### config.mk
export PLATFORM = sky130hd
export DESIGN_NAME = mcr_command_regs
export DESIGN_NICKNAME = d
export VERILOG_FILES = /design/src/mcr_pkg.sv /design/src/mcr_cmd_launch.sv /design/src/mcr_command_regs.sv /design/src/mcr_drive_ctrl.sv
export VERILOG_INCLUDE_DIRS = /design/src
export SDC_FILE = /design/constraint.sdc
export NUM_CORES = 1
export LEC_CHECK = 0
export BUFFER_PORTS_ARGS = -buffer_cell sky130_fd_sc_hd__buf_2
export CORE_MARGIN = 3
export CORE_UTILIZATION = 55
export CTS_CLUSTER_DIAMETER = 50
export DETAILED_ROUTE_END_ITERATION = 6
export PLACE_DENSITY = 0.75
export REMOVE_ABC_BUFFERS = 1
export SYNTH_ARGS = -nofsm -noshare
export SYNTH_HDL_FRONTEND = slang
export SYNTH_SLANG_ARGS = --single-unit
### constraint.sdc
create_clock -name CLOCK -period 10.7 [get_ports CLOCK]
set_clock_uncertainty 0.15 [all_clocks]
set_input_delay 1.07 -clock CLOCK [delete_from_list [all_inputs] [get_ports CLOCK]]
set_output_delay 1.07 -clock CLOCK [all_outputs]
set_load 0.02 [all_outputs]
### src/mcr_cfg.svh
// Register offsets, reset values and command codes of the command unit.
// Assumes 7-bit register addresses and 16-bit register data.
`ifndef MCR_CFG_SVH
`define MCR_CFG_SVH

// ==========================================================================
// Register offsets
// ==========================================================================
`define MCR_ADDR_STATUS   7'h6A
`define MCR_ADDR_RUN      7'h70
`define MCR_ADDR_BRAKE    7'h71
`define MCR_ADDR_SAVE     7'h73
`define MCR_ADDR_RESTORE  7'h74
`define MCR_ADDR_SEARCH   7'h75
`define MCR_ADDR_UPDATE   7'h76

// ==========================================================================
// Reset values, codes and field positions
// ==========================================================================
`define MCR_CMD_RESET     16'h0000
`define MCR_STATUS_RESET  16'h0000
`define MCR_CMD_ON        16'h0001
`define MCR_SAVE_KEY      16'h0002
`define MCR_STATUS_RUN    0
`define MCR_RDATA_NONE    16'h0000

`endif

### src/mcr_pkg.sv
// Types shared by the command register unit and its two helpers.
// Assumes nothing beyond a SystemVerilog compiler.
package mcr_pkg;

   // =======================================================================
   // Register port carriers
   // =======================================================================
   typedef struct packed {
      logic        wr;     // One-cycle write strobe.
      logic        rd;     // One-cycle read strobe.
      logic [6:0]  addr;   // Register address.
      logic [15:0] wdata;  // Write data.
   } mcr_bus_req_t;

   typedef struct packed {
      logic        valid;  // One-cycle read answer strobe.
      logic [15:0] data;   // Read data.
   } mcr_bus_resp_t;

   // One bit per one-shot action handed to the core.
   typedef struct packed {
      logic update;   // Apply new set-points.
      logic search;   // Start the rotor angle offset search.
      logic restore;  // Reload parameters from non-volatile memory.
      logic save;     // Store parameters into non-volatile memory.
   } mcr_act_t;

   // =======================================================================
   // Drive state machine
   // =======================================================================
   typedef enum logic [1:0] {
      MCR_DRV_STOP  = 2'h0,
      MCR_DRV_RUN   = 2'h1,
      MCR_DRV_BRAKE = 2'h3
   } mcr_drv_st_t;

   typedef struct packed {
      mcr_drv_st_t st;
   } mcr_drv_state_t;

   typedef struct packed {
      logic pend;
   } mcr_lnc_state_t;

   typedef struct packed {
      logic [15:0] run;
      logic [15:0] brake;
      logic [15:0] save;
      logic [15:0] restore;
      logic [15:0] search;
      logic [15:0] update;
      logic [15:0] rdata;
      logic        rvalid;
   } mcr_top_state_t;

endpackage
### src/mcr_cmd_launch.sv
// One-shot command launcher: holds a request to the core until acknowledged.
// Assumes fire and ack come from logic on the same clock.
`timescale 1ns/1ns
`default_nettype none

module mcr_cmd_launch (
   input  wire logic clock,  // Core clock.
   input  wire logic rst,    // Asynchronous reset, active high.
   input  wire logic fire,   // One-cycle launch from a register write.
   input  wire logic ack,    // Core has taken the request.
   output logic      req     // Request level to the core.
);

   localparam mcr_pkg::mcr_lnc_state_t LNC_RESET = '{pend: 1'b0};

   mcr_pkg::mcr_lnc_state_t s_reg;
   mcr_pkg::mcr_lnc_state_t s_next;

   // A launch in the acknowledge cycle wins, so a new command is kept.
   always_comb begin
      s_next = s_reg;
      if (fire) begin
         s_next.pend = 1'b1;
      end else if (ack) begin
         s_next.pend = 1'b0;
      end
   end

   // State register.
   always_ff @(posedge clock or posedge rst) begin
      if (rst) begin
         s_reg <= LNC_RESET;
      end else begin
         s_reg <= s_next;
      end
   end

   assign req = s_reg.pend;

endmodule // mcr_cmd_launch

`default_nettype wire

### src/mcr_command_regs.sv
// Command register unit of a servo motor controller.
// Assumes the serial frame decoder hands over single-cycle register
// strobes on the core clock, and that the core acknowledges each action.
`timescale 1ns/1ns
`default_nettype none
`include "mcr_cfg.svh"

module mcr_command_regs #(
   parameter logic [1:0] POS_MODE_CODE = 2'h1,  // Position mode code.
   parameter logic [1:0] SPD_MODE_CODE = 2'h2   // Speed mode code.
) (
   input  wire logic                   CLOCK,     // Core clock.
   input  wire logic                   RST,       // Async reset, high.
   input  wire mcr_pkg::mcr_bus_req_t  REG_REQ,   // Register access.
   output mcr_pkg::mcr_bus_resp_t      REG_RESP,  // Read answer.
   input  wire logic [1:0]             OP_MODE,   // Operating mode.
   input  wire mcr_pkg::mcr_act_t      ACT_ACK,   // Core took action.
   output mcr_pkg::mcr_act_t           ACT_REQ,   // Action requests.
   output logic                        DRIVE_EN,  // Motor driven.
   output logic                        BRAKE_EN   // Motor braked.
);

   // ========================================================================
   // State
   // ========================================================================
   localparam mcr_pkg::mcr_top_state_t TOP_RESET = '{
      run:     `MCR_CMD_RESET,
      brake:   `MCR_CMD_RESET,
      save:    `MCR_CMD_RESET,
      restore: `MCR_CMD_RESET,
      search:  `MCR_CMD_RESET,
      update:  `MCR_CMD_RESET,
      rdata:   `MCR_RDATA_NONE,
      rvalid:  1'b0
   };

   mcr_pkg::mcr_top_state_t s_reg;
   mcr_pkg::mcr_top_state_t s_next;

   logic              wr_run;
   logic              wr_brake;
   logic              wr_save;
   logic              wr_restore;
   logic              wr_search;
   logic              wr_update;
   logic              mode_ok;
   logic              running;
   logic [15:0]       status_word;
   mcr_pkg::mcr_act_t fire;
   logic [3:0]        fire_vec;
   logic [3:0]        ack_vec;
   logic [3:0]        req_vec;

   // ========================================================================
   // Write decode
   // ========================================================================

   // Each strobe marks a write to one command register.
   assign wr_run     = REG_REQ.wr && (REG_REQ.addr == `MCR_ADDR_RUN);
   assign wr_brake   = REG_REQ.wr && (REG_REQ.addr == `MCR_ADDR_BRAKE);
   assign wr_save    = REG_REQ.wr && (REG_REQ.addr == `MCR_ADDR_SAVE);
   assign wr_restore = REG_REQ.wr && (REG_REQ.addr == `MCR_ADDR_RESTORE);
   assign wr_search  = REG_REQ.wr && (REG_REQ.addr == `MCR_ADDR_SEARCH);
   assign wr_update  = REG_REQ.wr && (REG_REQ.addr == `MCR_ADDR_UPDATE);

   // Set-point updates only make sense under the position or speed loop.
   assign mode_ok = (OP_MODE == POS_MODE_CODE) ||
                    (OP_MODE == SPD_MODE_CODE);

   // Launch strobes; only the exact key starts a save, to guard the flash.
   always_comb begin
      fire         = '0;
      fire.save    = wr_save && (REG_REQ.wdata == `MCR_SAVE_KEY);
      fire.restore = wr_restore;
      fire.search  = wr_search;
      fire.update  = wr_update && mode_ok;
   end

   // ========================================================================
   // Status word
   // ========================================================================

   // Only the running flag is live; every other bit reads as zero.
   always_comb begin
      status_word = `MCR_STATUS_RESET;
      status_word[`MCR_STATUS_RUN] = running;
   end

   // ========================================================================
   // Register bank and read port
   // ========================================================================

   // Stores written values and builds the one-cycle-late read answer.
   always_comb begin
      s_next        = s_reg;
      s_next.rvalid = REG_REQ.rd;
      if (wr_run) begin
         s_next.run = REG_REQ.wdata;
      end
      if (wr_brake) begin
         s_next.brake = REG_REQ.wdata;
      end
      if (wr_save) begin
         s_next.save = REG_REQ.wdata;
      end
      if (wr_restore) begin
         s_next.restore = REG_REQ.wdata;
      end
      if (wr_search) begin
         s_next.search = REG_REQ.wdata;
      end
      if (wr_update) begin
         s_next.update = REG_REQ.wdata;
      end
      if (REG_REQ.rd) begin
         case (REG_REQ.addr)
            `MCR_ADDR_STATUS:  s_next.rdata = status_word;
            `MCR_ADDR_RUN:     s_next.rdata = s_reg.run;
            `MCR_ADDR_BRAKE:   s_next.rdata = s_reg.brake;
            `MCR_ADDR_SAVE:    s_next.rdata = s_reg.save;
            `MCR_ADDR_RESTORE: s_next.rdata = s_reg.restore;
            `MCR_ADDR_SEARCH:  s_next.rdata = s_reg.search;
            `MCR_ADDR_UPDATE:  s_next.rdata = s_reg.update;
            default:           s_next.rdata = `MCR_RDATA_NONE;
         endcase
      end
   end

   // State register.
   always_ff @(posedge CLOCK or posedge RST) begin
      if (RST) begin
         s_reg <= TOP_RESET;
      end else begin
         s_reg <= s_next;
      end
   end

   assign REG_RESP.valid = s_reg.rvalid;
   assign REG_RESP.data  = s_reg.rdata;

   // ========================================================================
   // Drive control
   // ========================================================================

   // Run and brake act on their stored levels.
   mcr_drive_ctrl u_drive (
      .clock    (CLOCK),
      .rst      (RST),
      .run_on   (s_reg.run == `MCR_CMD_ON),
      .brake_on (s_reg.brake == `MCR_CMD_ON),
      .drive_en (running),
      .brake_en (BRAKE_EN)
   );

   assign DRIVE_EN = running;

   // ========================================================================
   // One-shot action launchers
   // ========================================================================

   assign fire_vec = fire;
   assign ack_vec  = ACT_ACK;

   // One launcher per action holds its request until the core takes it.
   generate
      for (genvar i = 0; i < 4; i++) begin : g_act
         mcr_cmd_launch u_launch (
            .clock (CLOCK),
            .rst   (RST),
            .fire  (fire_vec[i]),
            .ack   (ack_vec[i]),
            .req   (req_vec[i])
         );
      end
   endgenerate

   assign ACT_REQ = mcr_pkg::mcr_act_t'(req_vec);

endmodule // mcr_command_regs

`default_nettype wire

### src/mcr_drive_ctrl.sv
// Drive state machine: stop, run and brake from the two level commands.
// Assumes run_on and brake_on are decoded from registers on the same clock.
`timescale 1ns/1ns
`default_nettype none

module mcr_drive_ctrl (
   input  wire logic clock,     // Core clock.
   input  wire logic rst,       // Asynchronous reset, active high.
   input  wire logic run_on,    // Run command holds its on value.
   input  wire logic brake_on,  // Brake command holds its on value.
   output logic      drive_en,  // Motor is driven.
   output logic      brake_en   // Motor is braked.
);

   localparam mcr_pkg::mcr_drv_state_t DRV_RESET =
      '{st: mcr_pkg::MCR_DRV_STOP};

   mcr_pkg::mcr_drv_state_t s_reg;
   mcr_pkg::mcr_drv_state_t s_next;

   // Brake overrides run; releasing brake returns to run only if commanded.
   always_comb begin
      s_next = s_reg;
      case (s_reg.st)
         mcr_pkg::MCR_DRV_STOP: begin
            if (brake_on) begin
               s_next.st = mcr_pkg::MCR_DRV_BRAKE;
            end else if (run_on) begin
               s_next.st = mcr_pkg::MCR_DRV_RUN;
            end
         end
         mcr_pkg::MCR_DRV_RUN: begin
            if (brake_on) begin
               s_next.st = mcr_pkg::MCR_DRV_BRAKE;
            end else if (!run_on) begin
               s_next.st = mcr_pkg::MCR_DRV_STOP;
            end
         end
         mcr_pkg::MCR_DRV_BRAKE: begin
            if (!brake_on) begin
               s_next.st = run_on ? mcr_pkg::MCR_DRV_RUN
                                  : mcr_pkg::MCR_DRV_STOP;
            end
         end
         default: begin
            s_next.st = mcr_pkg::MCR_DRV_STOP;
         end
      endcase
   end

   // State register.
   always_ff @(posedge clock or posedge rst) begin
      if (rst) begin
         s_reg <= DRV_RESET;
      end else begin
         s_reg <= s_next;
      end
   end

   assign drive_en = (s_reg.st == mcr_pkg::MCR_DRV_RUN);
   assign brake_en = (s_reg.st == mcr_pkg::MCR_DRV_BRAKE);

endmodule // mcr_drive_ctrl

`default_nettype wire

== Yosys cells after proc, flatten, opt, wreduce, memory -nomap -nowiden ==
Cells that the tools add are included.

* Flip-flop bits (word level): 119
* Latch bits: 0
* Bits in writable memories: 0
* Bits in read-only memories: 0
* Input bits: 33
* Output and inout port bits: 23
* Memories: 0

* Add/subtract/negate cells: 0
* Multipliers: 0
* Divide/modulo/power cells: 0
* Magnitude comparators: 0
* Equal/unequal tests: 17
* Shift-type cells: 0
* Multiplexer cells: 16
* Bitwise gates (word level): 0
* Reduce and logical (&&, ||, !) cells: 15

{| class="wikitable"
|+ Operators by type and width
! cell !! count
|-
| $pmux W16 S7 || 1
|-
| $eq A7 B7 Y1 const B || 7
|-
| $eq A16 B1 Y1 const B || 2
|-
| $eq A16 B2 Y1 const B || 1
|-
| $mux W2 || 5
|-
| $mux W1 || 9
|-
| $logic_and A1 B1 Y1 || 8
|-
| $reduce_bool A2 Y1 || 4
|-
| $pmux W2 S3 || 1
|-
| $eq A2 B1 Y1 const B || 2
|-
| $eq A2 B2 Y1 const B || 2
|-
| $ne A3 B1 Y1 const B || 1
|-
| $ne A3 B3 Y1 const B || 1
|-
| $reduce_and A3 Y1 || 1
|-
| $logic_not A2 Y1 || 1
|-
| $ne A2 B2 Y1 const B || 1
|-
| $logic_or A1 B1 Y1 || 1
|}

== Longest topological paths before layout ==
* Depth in word-level cells: 4
* Gate-level depth with buffers: 7
* Gate-level depth less buffers: 5

== Modules after synthesis ==
A second synthesis with hierarchy kept.

* Cell total of the unflattened synthesis: 414
* Area, all modules: 5,664.2 µm²

{| class="wikitable"
|+ By module, submodules not included
! module !! times used !! cells an instance !! area an instance (µm²) !! sequential area each (µm²)
|-
| mcr_command_regs || 1 || 389 || 5,415.2 || 2,827.7
|-
| mcr_cmd_launch || 4 || 4 || 40.0 || 25.0
|-
| mcr_drive_ctrl || 1 || 9 || 88.8 || 50.0
|}

== Worst setup path before layout ==
Ideal clock, no wire load.

* Kind: input to register
* From: in REG_REQ[19] in the netlist's numbering
* To: reg s_reg[17] in the netlist's numbering
* Setup time: 0.127 ns
* Arrival time: 2.309 ns
* Data required time: 10.423 ns
* Path slack: 8.114 ns
* Stages on the path: 6
* Buffers on the path: 2
* Cell sequence: nand3b_1 > nand2b_1 > buf_2 > nor2_8 > buf_6 > mux2_1

* Longest elaborated chain between the ends: 2

{| class="wikitable"
|+ RTL lines
! what !! line !! source
|-
| start: declaration || mcr_command_regs.sv:14 || <nowiki>input wire mcr_pkg::mcr_bus_req_t REG_REQ,</nowiki>
|-
| $eq A7 B7 Y1 || n/a ||
|-
| $logic_and A1 B1 Y1 || mcr_command_regs.sv:64 || <nowiki>assign wr_update = REG_REQ.wr && (REG_REQ.addr == `MCR_ADDR_UPDATE);</nowiki>
|-
| end signal: assignment || mcr_command_regs.sv:134 || <nowiki>s_reg <= s_next;</nowiki>
|-
| end: declaration || mcr_command_regs.sv:37 || <nowiki>mcr_pkg::mcr_top_state_t s_reg;</nowiki>
|}

Every way passes these cells.
A chain may end at the register's enable or synchronous reset.

== Final worst setup path ==
* From: in REG_REQ[18] in the netlist's numbering
* To: reg s_reg[20] in the netlist's numbering

The elaborated chain is that of the path after synthesis.

==> flow_summary.ini <==
[run_status]
outcome = completed

[synth]
synth_compound_area_share_pct = 8.44
synthDistinctLibCells = 46
ys.warnings.count = 0
ys_ff_latch = 119
synth_top_family_by_area = multiplexers
synthSimpleGateAreaFrac_pct = 8.97
async_flop_share_pct = 100
synthFlopType = dfrtp_1
synth-edff-count = 0
synth-xor-area-share_pct = 0.154
syn_inst = 450
yosys-mux-area-fraction_pct = 23.4
synth.cell_area_sq_mm = 0.00568
synth_fa_ha_area_share_pct = 0
avgSynthCellArea_sq_um = 12.6
seq_area_frac_synth_pct = 52.5

[drt]
drt_first_pass_iters = 5
finalWirelength_um = 12700
antenna_left = 0
vias_per_cell = 5.88
vias = 3716
wl_per_cell_um = 20.0
drcViolationCount = 0
drtIter0Drc = 204

[global_route]
grt_antenna_before_repair = 0
grt.overflow.total = 0
grt_first_pass_wirelength_um = 20700
gr-usage-all-layers_pct = 23.8
grt_pass1_vias = 3956
grt_max_degree = 66

[power]
p_per_area_mw_per_mm2 = 170
p_leak_uw = 0.00312
p_switching_uw = 250
switching_share_pct = 23.0
ir_worst_vdd_v = 0.0000854
p_int_uw = 839
pwr-share-clk_pct = 45.9
pwr-share-comb_pct = 8.0
seqPwrFrac_pct = 46.1

[finish]
drive_gt1_share_pct = 32.1
layout_common_cells = 119 x dfrtp_1, 55 x buf_2, 45 x mux2_2, 32 x mux2_1, 22 x inv_1
nNetsFinal = 520
syn2layout_area_growth_pct = 12.7
n_fill_cell = 749
fin_util_pct = 64.5
regArea_sq_mm = 0.00298
layout_commonest_cell = dfrtp_1
multiInputGateArea_sq_mm = 0.00232
antenna_cells = 0
largest_register_ffs = 96

[clocking]
cts_max_path_buffers = 2
cts_hold_buf = 0
cts_tree = done
cts-root-buf = clkbuf_8
postCtsSetupRepairBufs = 0
clkLatencyLatePin_ns = 0.52
cts_buffers = 17
numClockSinks = 119
post_cts_resized = 0
clkTransAtPathRegs_ns = 0.05
h-tree-depth = 4

[floorplan]
rows = 36
floorplan.initialDensity_pct = 57.3
core_area_sq_mm = 0.00991
die_w_um = 108
dieHeight_um = 108
pin_count = 56
design.die.area_sq_mm = 0.0116

[timing]
finalHoldViolations = 0
fin_crit_sh_pct = 31.4
fin_tns_setup_ns = 0
hold_slack_ns = 0.343
fmax_mhz = 297
tightest_slew_ns = 1.01
rsz0062_at_grt = no
post-route-min-period_ns = 3.36
setup-violations-final = 0
setup_ws_ns = 7.34
slew_headroom_pct = 32.9
final_max_slew_viol_count = 0

[min_path]
holdPathStages = 1
hp-class = register to register

[worst_setup_path]
crit_type = input port to register
cp-end-kind = register
crit_required_ns = 10.94
arrival_ns = 3.61
cp-start-kind = input port
r2r_cells = 5
crit_fanout = 21

[placement]
gp_congestion = 0.837
dp_hpwl_um = 8130
dp_slack_ns = 6.84
io_buffer_count = 55

[job]
maxCapViolCount = 0
## stage by stage
stage | total power [uW] | instances | area (sq um)
after CTS | 1100 | 632 | 6390
after floorplan | 557 | 407 | 5390
final | 1090 | 632 | 6390
after detailed placement | 596 | 601 | 5880
after global routing | 1130 | 632 | 6390
after global placement | 591 | 601 | 5880
## path summary, 6_finish.rpt
path	slack [ns]	start	to
setup / recovery	7.34	REG_REQ[18]	s_reg[20]$_DFFE_PP0P_
hold / removal	0.34	s_reg[33]$_DFFE_PP0P_	s_reg[33]$_DFFE_PP0P_
setup reg to reg	8.99	s_reg[97]$_DFFE_PP0P_	REG_RESP[0]$_DFFE_PP0P_
hold reg to reg	0.34	s_reg[33]$_DFFE_PP0P_	s_reg[33]$_DFFE_PP0P_
max in group asynchronous	8.60	RST	REG_RESP[16]$_DFF_PP0_
min in group asynchronous	0.49	RST	REG_RESP[5]$_DFFE_PP0P_
## cells by family (layout without fill, tap and decap cells)
kind of cell | count (synthesis) | count (layout)
mux | 114 | 114
compound gates | 69 | 69
buf+inv | 66 | 115
simple gates | 81 | 81
flops | 119 | 119
xor+xnor | 1 | 1
## critical path: stages
cell      delay (ns)
buf_2           0.49
nand3b_1        0.38
nand2b_1        0.72
nor2_8          0.54
mux2_1          0.38
## metal layers
metal	vias to the layer above	track usage, %	part of all wire, %
met4	0	9.20	1.5
met1	1891	31.5	44
met3	19	6.72	6.1
li1	1700	-	-
met5	-	0	0
met2	106	37.3	48
## power by group through the flow
stage          clock network (uW)  logic, uW  registers (uW)
2_1_floorplan                   0       55.9             501
3_3_place_gp                    0       84.8             507
5_1_grt                       527       96.3             505
3_5_place_dp                    0       87.9             508
6_report                      500       87.5             502
4_1_cts                       506       88.5             501
## cell type report
type	count	share of cell area, %
timing repair buffer	61	5.01
sequential	119	46.6
tap	133	2.60
multi-input combinational	265	36.4
clock buffer	27	7.38
clock inverter	4	0.704
inverter	23	1.39
## cell usage after synthesis (3+ instances only)
master,number,area [sq um]
mux2i_1,19,190
nor2_1,15,56.3
dfrtp_1,119,2980
nand2_1,18,67.6
a22oi_1,12,90.1
nor2b_1,4,25.0
buf_4,22,165
buf_6,4,45.0
buf_2,10,50.1
mux2_2,45,507
o22ai_1,18,113
nor3_1,6,30.0
nand3_1,3,15.0
clkbuf_1,7,26.3
nor4_1,9,56.3
inv_1,23,86.3
and2_1,3,18.8
o2bb2ai_1,4,35.0
mux2_1,32,360
o21ai_0,12,60.1
mux2_4,18,270
a221oi_1,11,96.3
a211oi_1,4,30.0
Note: power is estimated with default switching activity, not from simulation.
